$ cat config.mk
export PLATFORM = sky130hd
export DESIGN_NAME = fpet_seq
export DESIGN_NICKNAME = d
export VERILOG_FILES = /design/src/design/fpet_pkg.sv /design/src/design/fpet_seq.sv
export SDC_FILE = /design/constraint.sdc
export NUM_CORES = 1
export LEC_CHECK = 0
export BUFFER_PORTS_ARGS = -buffer_cell sky130_fd_sc_hd__buf_2
export CORE_ASPECT_RATIO = 0.6
export CORE_MARGIN = 3
export CORE_UTILIZATION = 52
export CTS_CLUSTER_DIAMETER = 120
export CTS_CLUSTER_SIZE = 25
export DETAILED_ROUTE_END_ITERATION = 10
export GPL_TIMING_DRIVEN = 0
export HOLD_SLACK_MARGIN = 0.02
export PLACE_DENSITY_LB_ADDON = 0.3
export SYNTH_ARGS = -nofsm -noshare
export SYNTH_HDL_FRONTEND = slang
export SYNTH_SLANG_ARGS = --single-unit
$ cat constraint.sdc
create_clock -name clk -period 1.7 [get_ports clk]
set_input_delay 0.085 -clock clk [delete_from_list [all_inputs] [get_ports clk]]
set_output_delay 0.085 -clock clk [all_outputs]
set_load 0.005 [all_outputs]
$ cat src/design/fpet_pkg.sv
// Package for the flash program/erase timing sequencer
package fpet_pkg;
  // Timing-generator periods per operation phase
  localparam int unsigned WORD_TICKS = 30;
  localparam int unsigned BLK_FIRST_TICKS = 25;
  localparam int unsigned BLK_NEXT_TICKS = 18;
  localparam int unsigned BLK_END_TICKS = 6;
  localparam int unsigned MASS_ERASE_TICKS = 10593;
  localparam int unsigned SEG_ERASE_TICKS = 4819;
  // Items in one block
  localparam int unsigned BLOCK_ITEMS = 64;
  // Timebase limits in kHz, kept by software
  localparam int unsigned TIMEBASE_FREQ_MIN_KHZ = 257;
  localparam int unsigned TIMEBASE_FREQ_MAX_KHZ = 476;
  // Counter width
  localparam int unsigned CNT_W = 14;

  // Operation codes
  typedef enum logic [1:0] {
    FPET_OP_WORD = 2'h0,
    FPET_OP_BLOCK = 2'h1,
    FPET_OP_SEG = 2'h2,
    FPET_OP_MASS = 2'h3
  } fpet_op_e;

  // Sequencer states, Gray along idle-run-blkwait-end
  typedef enum logic [1:0] {
    FPET_IDLE = 2'h0,
    FPET_RUN = 2'h1,
    FPET_BWAIT = 2'h3,
    FPET_BEND = 2'h2
  } fpet_state_e;

  // Request bundle
  typedef struct packed {
    logic start;
    fpet_op_e op;
  } fpet_req_s;

  // Status bundle
  typedef struct packed {
    logic busy;
    logic done;
    logic item_pulse;
  } fpet_stat_s;
endpackage

$ cat src/design/fpet_seq.sv
// Flash program/erase timing sequencer
`timescale 1ns/100ps
// Behaviour
// - Word program lasts 30 timebase periods
// - Block first item takes 25 periods
// - Block following items take 18 periods
// - Block end wait of 6 periods
// - Mass erase 10593, segment 4819 periods
module fpet_seq
  import fpet_pkg::*;
#(
  parameter int unsigned MASS_TICKS = MASS_ERASE_TICKS,
  parameter int unsigned SEG_TICKS = SEG_ERASE_TICKS
) (
  // Clock and reset
  input wire logic clk,
  input wire logic nrst,
  // Timebase tick, one clk per timebase period
  input wire logic tick,
  // Command side
  input wire fpet_req_s req,
  input wire logic blk_next,
  input wire logic blk_last,
  // Status and flash array side
  output fpet_stat_s stat,
  output logic array_pgm_en,
  output logic array_erase_en
);

  // State, counter, operation
  fpet_state_e state_ff;
  fpet_state_e nxt_state;
  logic [CNT_W-1:0] cnt_ff;
  logic [CNT_W-1:0] nxt_cnt;
  fpet_op_e op_ff;
  fpet_op_e nxt_op;
  logic done_ff;
  logic nxt_done;
  logic item_ff;
  logic nxt_item;

  // Period count for a new operation
  function automatic logic [CNT_W-1:0] op_ticks(input fpet_op_e op);
    case (op)
      FPET_OP_WORD: op_ticks = CNT_W'(WORD_TICKS);
      FPET_OP_BLOCK: op_ticks = CNT_W'(BLK_FIRST_TICKS);
      FPET_OP_SEG: op_ticks = CNT_W'(SEG_TICKS);
      default: op_ticks = CNT_W'(MASS_TICKS);
    endcase
  endfunction

  // Decode helpers
  wire cnt_last = tick && (cnt_ff == CNT_W'(1));
  wire accept = (state_ff == FPET_IDLE) && req.start;
  wire is_prog = (op_ff == FPET_OP_WORD) || (op_ff == FPET_OP_BLOCK);

  // Next-state logic
  always_comb begin
    nxt_state = state_ff;
    nxt_cnt = cnt_ff;
    nxt_op = op_ff;
    nxt_done = 1'b0;
    nxt_item = 1'b0;
    case (state_ff)
      FPET_IDLE: begin
        // New request only while idle
        if (accept) begin
          nxt_state = FPET_RUN;
          nxt_op = req.op;
          nxt_cnt = op_ticks(req.op);
        end
      end
      FPET_RUN: begin
        if (tick) begin
          nxt_cnt = cnt_ff - CNT_W'(1);
        end
        if (cnt_last) begin
          if (op_ff == FPET_OP_BLOCK) begin
            nxt_item = 1'b1;
            nxt_state = FPET_BWAIT;
          end else begin
            nxt_done = 1'b1;
            nxt_state = FPET_IDLE;
          end
        end
      end
      FPET_BWAIT: begin
        // Host supplies next item or ends the block
        if (blk_last) begin
          nxt_state = FPET_BEND;
          nxt_cnt = CNT_W'(BLK_END_TICKS);
        end else if (blk_next) begin
          nxt_state = FPET_RUN;
          nxt_cnt = CNT_W'(BLK_NEXT_TICKS);
        end
      end
      FPET_BEND: begin
        if (tick) begin
          nxt_cnt = cnt_ff - CNT_W'(1);
        end
        if (cnt_last) begin
          nxt_done = 1'b1;
          nxt_state = FPET_IDLE;
        end
      end
      default: begin
        nxt_state = FPET_IDLE;
      end
    endcase
  end

  // State registers
  always_ff @(posedge clk or negedge nrst) begin
    if (!nrst) begin
      state_ff <= FPET_IDLE;
      cnt_ff <= '0;
      op_ff <= FPET_OP_WORD;
      done_ff <= 1'b0;
      item_ff <= 1'b0;
    end else begin
      state_ff <= nxt_state;
      cnt_ff <= nxt_cnt;
      op_ff <= nxt_op;
      done_ff <= nxt_done;
      item_ff <= nxt_item;
    end
  end

  // Outputs
  wire busy = (state_ff != FPET_IDLE);
  assign stat = '{busy: busy, done: done_ff, item_pulse: item_ff};
  assign array_pgm_en = (state_ff == FPET_RUN) && is_prog;
  assign array_erase_en = (state_ff == FPET_RUN) && !is_prog;

  // Helper: ticks seen in current run phase, cleared between phases
  logic [CNT_W-1:0] ticks_seen_ff;
  always_ff @(posedge clk or negedge nrst) begin
    if (!nrst) begin
      ticks_seen_ff <= '0;
    end else if (state_ff != FPET_RUN && state_ff != FPET_BEND) begin
      ticks_seen_ff <= '0;
    end else if (tick) begin
      ticks_seen_ff <= ticks_seen_ff + CNT_W'(1);
    end
  end
endmodule

==> metrics.yaml, run 1 <==
seq_area_um2: 503
num-nets-final: 193
utilization: 0.745
final_cells: 207
antennaDiodeCount: 0
r2r_slack_ps: -60
clockRootBuffer: "clkbuf_8"
start_util: 0.582
netlist_instances: 151
cts_sinks: 20
synth_seq_area_share: 0.375
yosys.area.top_type: "dfrtp_1"
drive_gt1_frac: 0.345
dpl-instance-area_um2: 1460
cts_buffers: 3
outcome: "finished with violations"
place_inst: 193
violations: "negative setup slack"
clkSlewWorstSetupHoldPaths_ps: 70
core_um2: 2290
slew_violations: 0
critPathArrivalTime_ps: 1910
cts_max_level: 1
cp_top_family: "simple AND/OR/NAND/NOR gates"
cp_slowest_cell: "dfrtp_2"
synth_flop_cell: "dfrtp_1"
cp_num_buf_inv: 0
grt_max_degree: 21
max-slew-margin-rel: 0.696
yosysWarningCount: 0
dr_total_vias: 1268
syn_area_um2: 1330
slowest_delay_ps: 430
syn_nets: 166
required_ps: 1850
clock_latency_ps: 260
rsz0062_at_grt: "true"
firstDrtPassIters: 4
cts_tree: "done"
final.period_utilization: 1.04
peakVddDrop_mv: 1.11
io_pins: 13
ys_types: 43
stdcell_area_um2: 1710
setup_slack_ps: -63.3
synth_edf_count: 0
worst_pin_slew_ps: 456
critical_path_class: "reg -> reg"
die_x_um: 71.4
critical_path.max_fanout: 4
grt.total_usage: 0.236
layout_common_cells: "dfrtp_1, buf_4, buf_2, nand2_1, a21oi_1"
grt_overflow: 0
antenna_found_initial: 0
die_area_um2: 3230
p_per_area_nw_per_um2: 2030
cp-start-kind: "register"
finalCriticalPeriod_ps: 1760
synth_seq_cells: 20
cap_violations: 0
dpl.hpwl_mm: 2.37
async_reset_ff_frac: 1.00
rows: 13
final_common_cell: "dfrtp_1"
wl_per_cell_um: 16.8
yosysTopAreaCellShare: 0.375
initialDrtViolationCount: 141
ant_nets: 0
min_path_type: "in -> reg"
clockBufferDepth: 2
nFillCells: 166
drt-vias-per-instance: 6.13
cp_cell_sequence: "ha_4 > or3b_4 > nand3_4 > mux2_4 > a311o_1"
io_buffers: 12
cp-end-kind: "register"
synth.area.top_cells: "dfrtp_1, ha_1, o21ai_0, a21oi_1, nand2_1"
drcViolationCount: 0
leakagePower_nw: 0.772
place_congestion: 0.883
finClkSkew_ps: 4.22
fp.dieH_um: 45.2
grt_pass1_wl_mm: 5.78
area_delta_synth_final_pct: 28.1
fmax_mhz: 567
finalSetupViolations: 4
drt_wl_total_mm: 3.48
hold_violations: 0
syn_area_per_cell_um2: 8.83
grt_pass1_vias: 1181
post-place-ws_ps: -305
multiInputGateArea_um2: 857
synthesized netlist by cell type (all sizes together), types with 3 or more instances:
| library cell | n |
|---|---|
| buf | 6 |
| o31ai | 3 |
| nor2 | 8 |
| inv | 7 |
| a31oi | 6 |
| nor2b | 6 |
| ha | 7 |
| dfrtp | 20 |
| nand2b | 4 |
| clkbuf | 5 |
| nand2 | 12 |
| nor3 | 3 |
| nor4 | 3 |
| a21oi | 11 |
| o21ai | 16 |
| mux2 | 5 |
| nand3 | 4 |
| nand4 | 3 |
final cells by class:
type,instances,area share
Buffer,8,0.0381
Clock buffer,4,0.0322
Inverter,7,0.0183
Multi-Input combinational cell,113,0.501
Sequential cell,20,0.294
Tap cell,30,0.0220
Timing Repair Buffer,25,0.0937
logic make-up (layout without fill, tap and decap cells):
kind of cell             Yosys count  in the layout  share of synthesized area
AND/OR/NAND/NOR                   54             54                      0.237
AO/OA/AOI/OAI                     46             46                      0.211
flip-flops                        20             20                      0.375
buffers and inverters             18             44                     0.0619
adder cells (fa/ha/maj)            7              7                     0.0657
multiplexers                       5              5                     0.0422
XOR/XNOR                           1              1                    0.00657
metal layers:
layer	wire length, um	GRT usage
met4	29	0.0375
met5	0	0
met3	265	0.0556
met1	1610	0.338
met2	1570	0.372
worst paths after layout:
kind / start / end / cells after the start
worst max-delay path: state_ff[1] / cnt_ff[13] / 5
worst min-delay path: req[1] / op_ff[1] / 2
worst max register to register: state_ff[1] / cnt_ff[13] / 5
worst min register to register: op_ff[0] / op_ff[0] / 1
max in group asynchronous: nrst / state_ff[0] / 2
min in group asynchronous: nrst / done_ff / 2
through the flow:
step / TNS, ps / power [mW] / hold WS, ps
CTS: -45.6 / 3.32 / 134
global route: -597 / 3.73 / 144
floorplan: -70.2 / 2.14 / -211
detailed placement: -2450 / 2.57 / 62.0
finish: -129 / 3.47 / 141
global placement: -1940 / 2.51 / 54.0
report_power, final:
| part | leakage, nW | total, mW | internal [mW] | switching [mW] |
|---|---|---|---|---|
| clock | 0.0288 | 0.364 | 0.206 | 0.158 |
| combinational | 0.488 | 2.20 | 1.03 | 1.17 |
| sequential | 0.255 | 0.910 | 0.666 | 0.243 |
| total | 0.772 | 3.47 | 1.90 | 1.57 |
worst reg2reg max path: cells and delay by family, from the launching register on:
family / cells / cell delay, ps
AND/OR/NAND/NOR: 2 / 510
flip-flops: 1 / 430
multiplexers: 1 / 300
AO/OA/AOI/OAI: 1 / 260
adder cells (fa/ha/maj): 1 / 150
flip-flops by register name, indices dropped and copies added, names as in the netlist:
| signal | cells |
|---|---|
| state_ff | 2 |
| op_ff | 2 |
| done_ff | 1 |
| item_ff | 1 |
| cnt_ff | 14 |
timing repair:
action                     in CTS  in global routing
hold endpoints to repair       20                  0
setup buffers                  11                  1
pin swaps                       5                  3
hold buffers                    1                  0
setup endpoints to repair      15                 16
resized for setup              16                 14
Power figures use the tool's default switching activity.
==> run 2: changes to the inputs <==
--- a/config.mk
+++ b/config.mk
@@ -5,16 +5,17 @@
 export SDC_FILE = /design/constraint.sdc
 export NUM_CORES = 1
 export LEC_CHECK = 0
-export BUFFER_PORTS_ARGS = -buffer_cell sky130_fd_sc_hd__buf_2
 export CORE_ASPECT_RATIO = 0.6
 export CORE_MARGIN = 3
-export CORE_UTILIZATION = 52
+export CORE_UTILIZATION = 56
 export CTS_CLUSTER_DIAMETER = 120
 export CTS_CLUSTER_SIZE = 25
 export DETAILED_ROUTE_END_ITERATION = 10
+export DONT_BUFFER_PORTS = 1
 export GPL_TIMING_DRIVEN = 0
 export HOLD_SLACK_MARGIN = 0.02
 export PLACE_DENSITY_LB_ADDON = 0.3
+export SKIP_LAST_GASP = 1
 export SYNTH_ARGS = -nofsm -noshare
 export SYNTH_HDL_FRONTEND = slang
 export SYNTH_SLANG_ARGS = --single-unit
==> run 2 against run 1 <==
Net effect:
- critical path type unchanged
- power is 5.3% lower
- cell count is 7.2% lower
- wire length is 1.9% higher
- largest power group unchanged
- setup slack worse by 0.60 ps
- sequential share of layout area is 2.0 points higher
- sequential cell count stayed put
- sequential power is 1% higher
- the run still ends with negative setup slack left
- non-clock buffer count is 14 lower
- count of clock-buffer cells in the layout is 1 lower
- worst hold slack worse by 58 ps
- global-route usage is 1.7 points higher
==> metrics.yaml, run 2 (same netlist as run 1, synthesis figures left out) <==
largest_register_ffs: 14  # unchanged
layout_common_cells: "dfrtp_1, nand2_1, o21ai_0, buf_4, a21oi_1"  # was dfrtp_1, buf_4, buf_2, nand2_1, a21oi_1
cp_num_buf_inv: 0  # unchanged
max-slew-margin-rel: 0.387  # was 0.696
finClkSkew_ps: 10.7  # was 4.22 ps
grt_max_degree: 21  # unchanged
io_buffers: 0  # was 12
ant_nets: 0  # unchanged
cts_max_level: 1  # unchanged
grt_pass1_wl_mm: 5.95  # was 5.78 mm
dpl.hpwl_mm: 2.35  # was 2.37 mm
post-place-ws_ps: -331  # was -305 ps
required_ps: 1850  # about the same
slowest_delay_ps: 440  # was 430 ps
die_area_um2: 3020  # was 3230 um2
initialDrtViolationCount: 147  # was 141
slew_violations: 0  # unchanged
final_common_cell: "dfrtp_1"  # unchanged
core_um2: 2210  # was 2290 um2
num-nets-final: 179  # was 193
min_path_type: "in -> reg"  # unchanged
clock_latency_ps: 260  # about the same
leakagePower_nw: 0.697  # was 0.772 nW
utilization: 0.725  # was 0.745
drt_wl_total_mm: 3.55  # was 3.48 mm
power.total_mw: 3.29  # was 3.47 mW
drt-vias-per-instance: 6.49  # was 6.13
critical_path.max_fanout: 5  # was 4
fp.dieH_um: 43.8  # was 45.2 um
place_congestion: 0.914  # was 0.883
fmax_mhz: 567  # about the same
clockBufferDepth: 2  # unchanged
cp-end-kind: "register"  # unchanged
comb_power_share: 0.625  # was 0.633
grt.total_usage: 0.253  # was 0.236
die_x_um: 69.0  # was 71.4 um
switching_share: 0.470  # was 0.453
clockRootBuffer: "clkbuf_8"  # unchanged
finalCriticalPeriod_ps: 1760  # about the same
grt_overflow: 0  # unchanged
cts_buffers: 3  # unchanged
grt_pass1_vias: 1194  # was 1181
top_register: "cnt_ff"  # unchanged
reg.largest.list: "cnt_ff: 14 flops, op_ff: 2 flops, state_ff: 2 flops"  # unchanged
wl_per_cell_um: 18.5  # was 16.8 um
worst_pin_slew_ps: 916  # was 456 ps
intPower_mw: 1.74  # was 1.90 mW
antenna_found_initial: 0  # unchanged
clkSlewWorstSetupHoldPaths_ps: 80  # was 70 ps
final.period_utilization: 1.04  # about the same
cp-start-kind: "register"  # unchanged
drive_gt1_frac: 0.259  # was 0.345
dr_total_vias: 1246  # was 1268
setup_slack_ps: -64.0  # was -63.3 ps
cp_top_family: "simple AND/OR/NAND/NOR gates"  # unchanged
cp_cell_sequence: "ha_4 > or3b_4 > nand3_4 > mux2_4 > a311o_1"  # unchanged
antennaDiodeCount: 0  # unchanged
cap_violations: 0  # unchanged
cp_slowest_cell: "dfrtp_2"  # unchanged
p_clk_frac: 0.095  # was 0.105
rows: 13  # unchanged
firstDrtPassIters: 4  # unchanged
cts_tree: "done"  # unchanged
area_delta_synth_final_pct: 20.2  # was 28.1%
critPathArrivalTime_ps: 1910  # about the same
p_per_area_nw_per_um2: 2050  # was 2030 nW/um2
outcome: "finished with violations"  # unchanged
cts_sinks: 20  # unchanged
p_seq_frac: 0.280  # was 0.262
violations: "negative setup slack"  # unchanged
critical_path_class: "reg -> reg"  # unchanged
finalSetupViolations: 1  # was 4
io_pins: 13  # unchanged
p_switching_mw: 1.54  # was 1.57 mW
rsz0062_at_grt: "true"  # unchanged
start_util: 0.603  # was 0.582
drcViolationCount: 0  # unchanged
peakVddDrop_mv: 1.10  # was 1.11 mV
hold_violations: 0  # unchanged
[run 2: cell count changes in the layout (fill, tap and decap cells not counted), sizes merged]
| cell | before | now |
|---|---|---|
| dlygate4sd3 | 1 | 3 |
| clkbuf | 6 | 4 |
| buf | 30 | 15 |
[run 2: worst paths after layout]
kind | from | endpoint | slack [ps] | depth (start not counted)
worst max register to register | state_ff[0] | cnt_ff[13] | -60 | 5
max in group asynchronous | nrst | state_ff[1] | 670 | 1
worst max-delay path | state_ff[0] | cnt_ff[13] | -60 | 5
min in group asynchronous | nrst | cnt_ff[9] | 400 | 1
worst min-delay path | req[0] | cnt_ff[1] | 80 | 3
worst min register to register | op_ff[0] | op_ff[0] | 560 | 1
[run 2: routing by layer]
layer	global-route usage	part of all wire	up-vias
met3	0.0787	0.092	8
met2	0.392	0.45	68
li1	-	-	570
met4	0.0778	0.018	0
met1	0.342	0.44	600
met5	0	0	-
[run 2: stage by stage]
| step | cells | hold slack (ps) | cell area [um2] | setup TNS, ps |
|---|---|---|---|---|
| after global routing | 192 | 68.2 | 1600 | -491 |
| after detailed placement | 181 | -210 | 1400 | -2610 |
| after floorplan | 151 | -211 | 1370 | -70.2 |
| after global placement | 181 | -210 | 1400 | -1960 |
| after CTS | 192 | 53.3 | 1580 | -64.3 |
| final | 192 | 82.8 | 1600 | -64.0 |
[run 2: timing repair]
item | in CTS | in global routing
buffers inserted | 7 | 2
hold endpoints to repair | 22 | 0
setup endpoints to repair | 15 | 16
hold buffers | 3 | 0
pin swaps | 3 | 4
resized for setup | 13 | 10
[run 2: layout make-up]
class                      count  area (um2)
inverter                       7        31.3
fill                         170         609
tap                           30        37.5
timing repair buffer          12        97.6
sequential                    20         503
clock buffer                   3        41.3
multi-input combinational    113         843
buffer                         7        48.8
[run 2: worst min-delay path, delay by kind of cell]
family             cells  cell delay [ps]
and+or+nand+nor        1               40
AOI/OAI and AO/OA      2              160
[run 2: power by group through the flow]
stage / logic [mW] / clock network, mW / registers, mW
6_report: 2.06 / 0.312 / 0.920
5_1_grt: 2.25 / 0.351 / 0.947
4_1_cts: 1.88 / 0.316 / 0.895
3_5_place_dp: 1.63 / 0 / 0.883
3_3_place_gp: 1.59 / 0 / 0.867
2_1_floorplan: 1.30 / 0 / 0.834
==> run 3: changes to the inputs <==
--- a/config.mk
+++ b/config.mk
@@ -5,6 +5,7 @@
 export SDC_FILE = /design/constraint.sdc
 export NUM_CORES = 1
 export LEC_CHECK = 0
+export ABC_AREA = 1
 export CORE_ASPECT_RATIO = 0.6
 export CORE_MARGIN = 3
 export CORE_UTILIZATION = 56
==> run 3 against run 2 <==
Net effect:
- cell count grew 24%
- critical path depth grew 3
- synthesized area grew 7.0%
- synthesized cell count grew 31%
- first-iteration DRC count grew 15%
- the run now ends clean
- count of clock-buffer cells in the layout grew 1
- largest power group unchanged
- clock skew grew 2.4 ps
- combinational power grew 6%
==> metrics.yaml, run 3 <==
top_register: "cnt_ff"  # unchanged
cap_violations: 0  # unchanged
reg2regPathDepth: 8  # was 5
grt_pass1_wl_mm: 5.81  # was 5.95 mm
place_congestion: 0.927  # was 0.914
grt.total_usage: 0.238  # was 0.253
drcViolationCount: 0  # unchanged
cts_sinks: 20  # unchanged
clock_latency_ps: 270  # was 260 ps
yosys.area.top_type: "dfrtp_1"  # unchanged
nFillCells: 182  # was 170
yosysWarningCount: 0  # unchanged
final_common_cell: "nand2_1"  # was dfrtp_1
power.total_mw: 3.50  # was 3.29 mW
critPathArrivalTime_ps: 1780  # was 1910 ps
syn_area_per_cell_um2: 7.21  # was 8.83 um2
grt_overflow: 0  # unchanged
syn_area_um2: 1430  # was 1330 um2
reg2reg_from: "state_ff[1]"  # was state_ff[0]
ant_nets: 0  # unchanged
cts_tree: "done"  # unchanged
synth.area.top_cells: "dfrtp_1, nand2_1, nor2_1, inv_1, ha_1"  # was dfrtp_1, ha_1, o21ai_0, a21oi_1, nand2_1
clkSlewWorstSetupHoldPaths_ps: 80  # about the same
drt-vias-per-instance: 5.81  # was 6.49
crit_start: "state_ff[1]"  # was state_ff[0]
cts_buffers: 3  # unchanged
initialDrtViolationCount: 169  # was 147
largest_register_ffs: 14  # unchanged
worst_pin_slew_ps: 937  # was 916 ps
min_path_type: "in -> reg"  # unchanged
fmax_mhz: 617  # was 567 MHz
slew_violations: 0  # unchanged
reg.largest.list: "cnt_ff: 14 flops, op_ff: 2 flops, state_ff: 2 flops"  # unchanged
reg2reg_to: "cnt_ff[10]"  # was cnt_ff[13]
drive_gt1_frac: 0.192  # was 0.259
finalSetupViolations: 0  # was 1
finalCriticalPeriod_ps: 1620  # was 1760 ps
netlist_instances: 198  # was 151
ys_top_cells_by_count: "nand2_1, nor2_1, inv_1"  # was dfrtp_1, o21ai_0, nand2_1
dr_total_vias: 1382  # was 1246
p_per_area_nw_per_um2: 2200  # was 2050 nW/um2
io_buffers: 0  # unchanged
antenna_found_initial: 0  # unchanged
peakVddDrop_mv: 1.17  # was 1.10 mV
crit_end: "cnt_ff[10]"  # was cnt_ff[13]
cp-start-kind: "register"  # unchanged
core_um2: 2290  # was 2210 um2
firstDrtPassIters: 4  # unchanged
synth_seq_area_share: 0.351  # was 0.375
die_x_um: 71.2  # was 69.0 um
critical_path_class: "reg -> reg"  # unchanged
yosysTopAreaCellShare: 0.351  # was 0.375
grt_pass1_vias: 1282  # was 1194
wl_per_cell_um: 15.7  # was 18.5 um
clockRootBuffer: "clkbuf_8"  # unchanged
syn_nets: 213  # was 166
antennaDiodeCount: 0  # unchanged
max-slew-margin-rel: 0.373  # was 0.387
rows: 13  # unchanged
dpl.hpwl_mm: 2.78  # was 2.35 mm
synth_flop_cell: "dfrtp_1"  # unchanged
utilization: 0.694  # was 0.725
leakagePower_nw: 0.763  # was 0.697 nW
num-nets-final: 224  # was 179
die_area_um2: 3210  # was 3020 um2
synth.most_common_cell: "nand2_1"  # was dfrtp_1
ys_types: 30  # was 43
outcome: "completed"  # was finished with violations
hold_violations: 0  # unchanged
critical_path.max_fanout: 7  # was 5
drt_wl_total_mm: 3.73  # was 3.55 mm
area_delta_synth_final_pct: 11.5  # was 20.2%
required_ps: 1860  # was 1850 ps
r2r_slack_ps: 80  # was -60 ps
cp-end-kind: "register"  # unchanged
tns_ps: 0  # was -64.0 ps
layout_common_cells: "nand2_1, nor2_1, inv_1, dfrtp_1"  # was dfrtp_1, nand2_1, o21ai_0, buf_4, a21oi_1
io_pins: 13  # unchanged
fp.dieH_um: 45.1  # was 43.8 um
synth_edf_count: 0  # unchanged
clockBufferDepth: 2  # unchanged
final.period_utilization: 0.954  # was 1.04
grt_max_degree: 21  # unchanged
finClkSkew_ps: 13.1  # was 10.7 ps
synth_seq_cells: 20  # unchanged
async_reset_ff_frac: 1.00  # unchanged
start_util: 0.622  # was 0.603
cts_max_level: 1  # unchanged
run 3: cell types whose count changed in the layout (fill, tap and decap cells not counted), moves of 6 or more:
cell and change:
nand2_1 +31, nor2_1 +24, inv_1 +16, nand3_1 +9, inv_2 +7, buf_4 -6
run 3: worst min-delay path by stage:
stage	startpoint	to	slack (ps)	cells past startpoint
2_1_floorplan	nrst	cnt_ff[0]	-210	0
3_3_place_gp	nrst	cnt_ff[9]	-210	0
3_5_place_dp	nrst	cnt_ff[9]	-210	0
4_1_cts	req[0]	op_ff[0]	60	2
5_1_grt	req[0]	op_ff[0]	70	2
6_report	req[0]	op_ff[0]	50	2
run 3: cell families (layout without fill, tap and decap cells):
| kind of cell | Yosys count | count (layout) | synth area share |
|---|---|---|---|
| compound gates | 33 | 33 | 0.137 |
| fa+ha+maj | 7 | 7 | 0.0613 |
| flops | 20 | 20 | 0.351 |
| simple gates | 105 | 106 | 0.348 |
| xor+xnor | 1 | 1 | 0.00614 |
| buf+inv | 32 | 41 | 0.0973 |
run 3: cell type report:
class | count | area (um2) | area share
Multi-Input combinational cell | 147 | 817 | 0.513
Sequential cell | 20 | 500 | 0.314
Inverter | 28 | 105 | 0.0660
Clock buffer | 4 | 55.1 | 0.0346
Timing Repair Buffer | 5 | 42.5 | 0.0267
Tap cell | 30 | 37.5 | 0.0236
Buffer | 4 | 33.8 | 0.0212
run 3: timing repair:
action	in CTS	in global routing
hold buffers	2	0
endpoints found under the hold margin	23	0
gates cloned	0	1
pin swaps	0	2
endpoints found under the setup margin	12	14
gates resized for setup	2	5
setup buffers	0	3
run 3: metal layers:
metal  wire (um)  global-route usage  vias to the layer above
li1            -                   -                      647
met1        1550               0.309                      660
met2        1750               0.405                       67
met3         371              0.0556                        8
met4          55              0.0674                        0
met5           0                   0                        -
run 3: report_power, final:
part           internal (mW)  total [mW]  switching (mW)
registers              0.696       0.942           0.246
clock network          0.206       0.370           0.163
logic                  0.798        2.18            1.39
run 3: metrics by stage:
| step | worst slack, ps | instances | cell area (um2) | hold WS, ps |
|---|---|---|---|---|
| after floorplan | 204 | 198 | 1430 | -211 |
| after global placement | -48.3 | 228 | 1470 | -210 |
| after detailed placement | -99.6 | 228 | 1470 | -210 |
| after CTS | 17.7 | 234 | 1550 | 59.3 |
| after global routing | -5.44 | 238 | 1590 | 74.0 |
| final | 78.2 | 238 | 1590 | 54.4 |
run 3: critical path, stage by stage, from the launching register on:
cell	delay, ps
dfrtp_1	410
inv_1	120
ha_4	330
inv_2	70
nor2_4	170
buf_4	160
nor2_4	50
a31oi_1	150
nor2_1	70
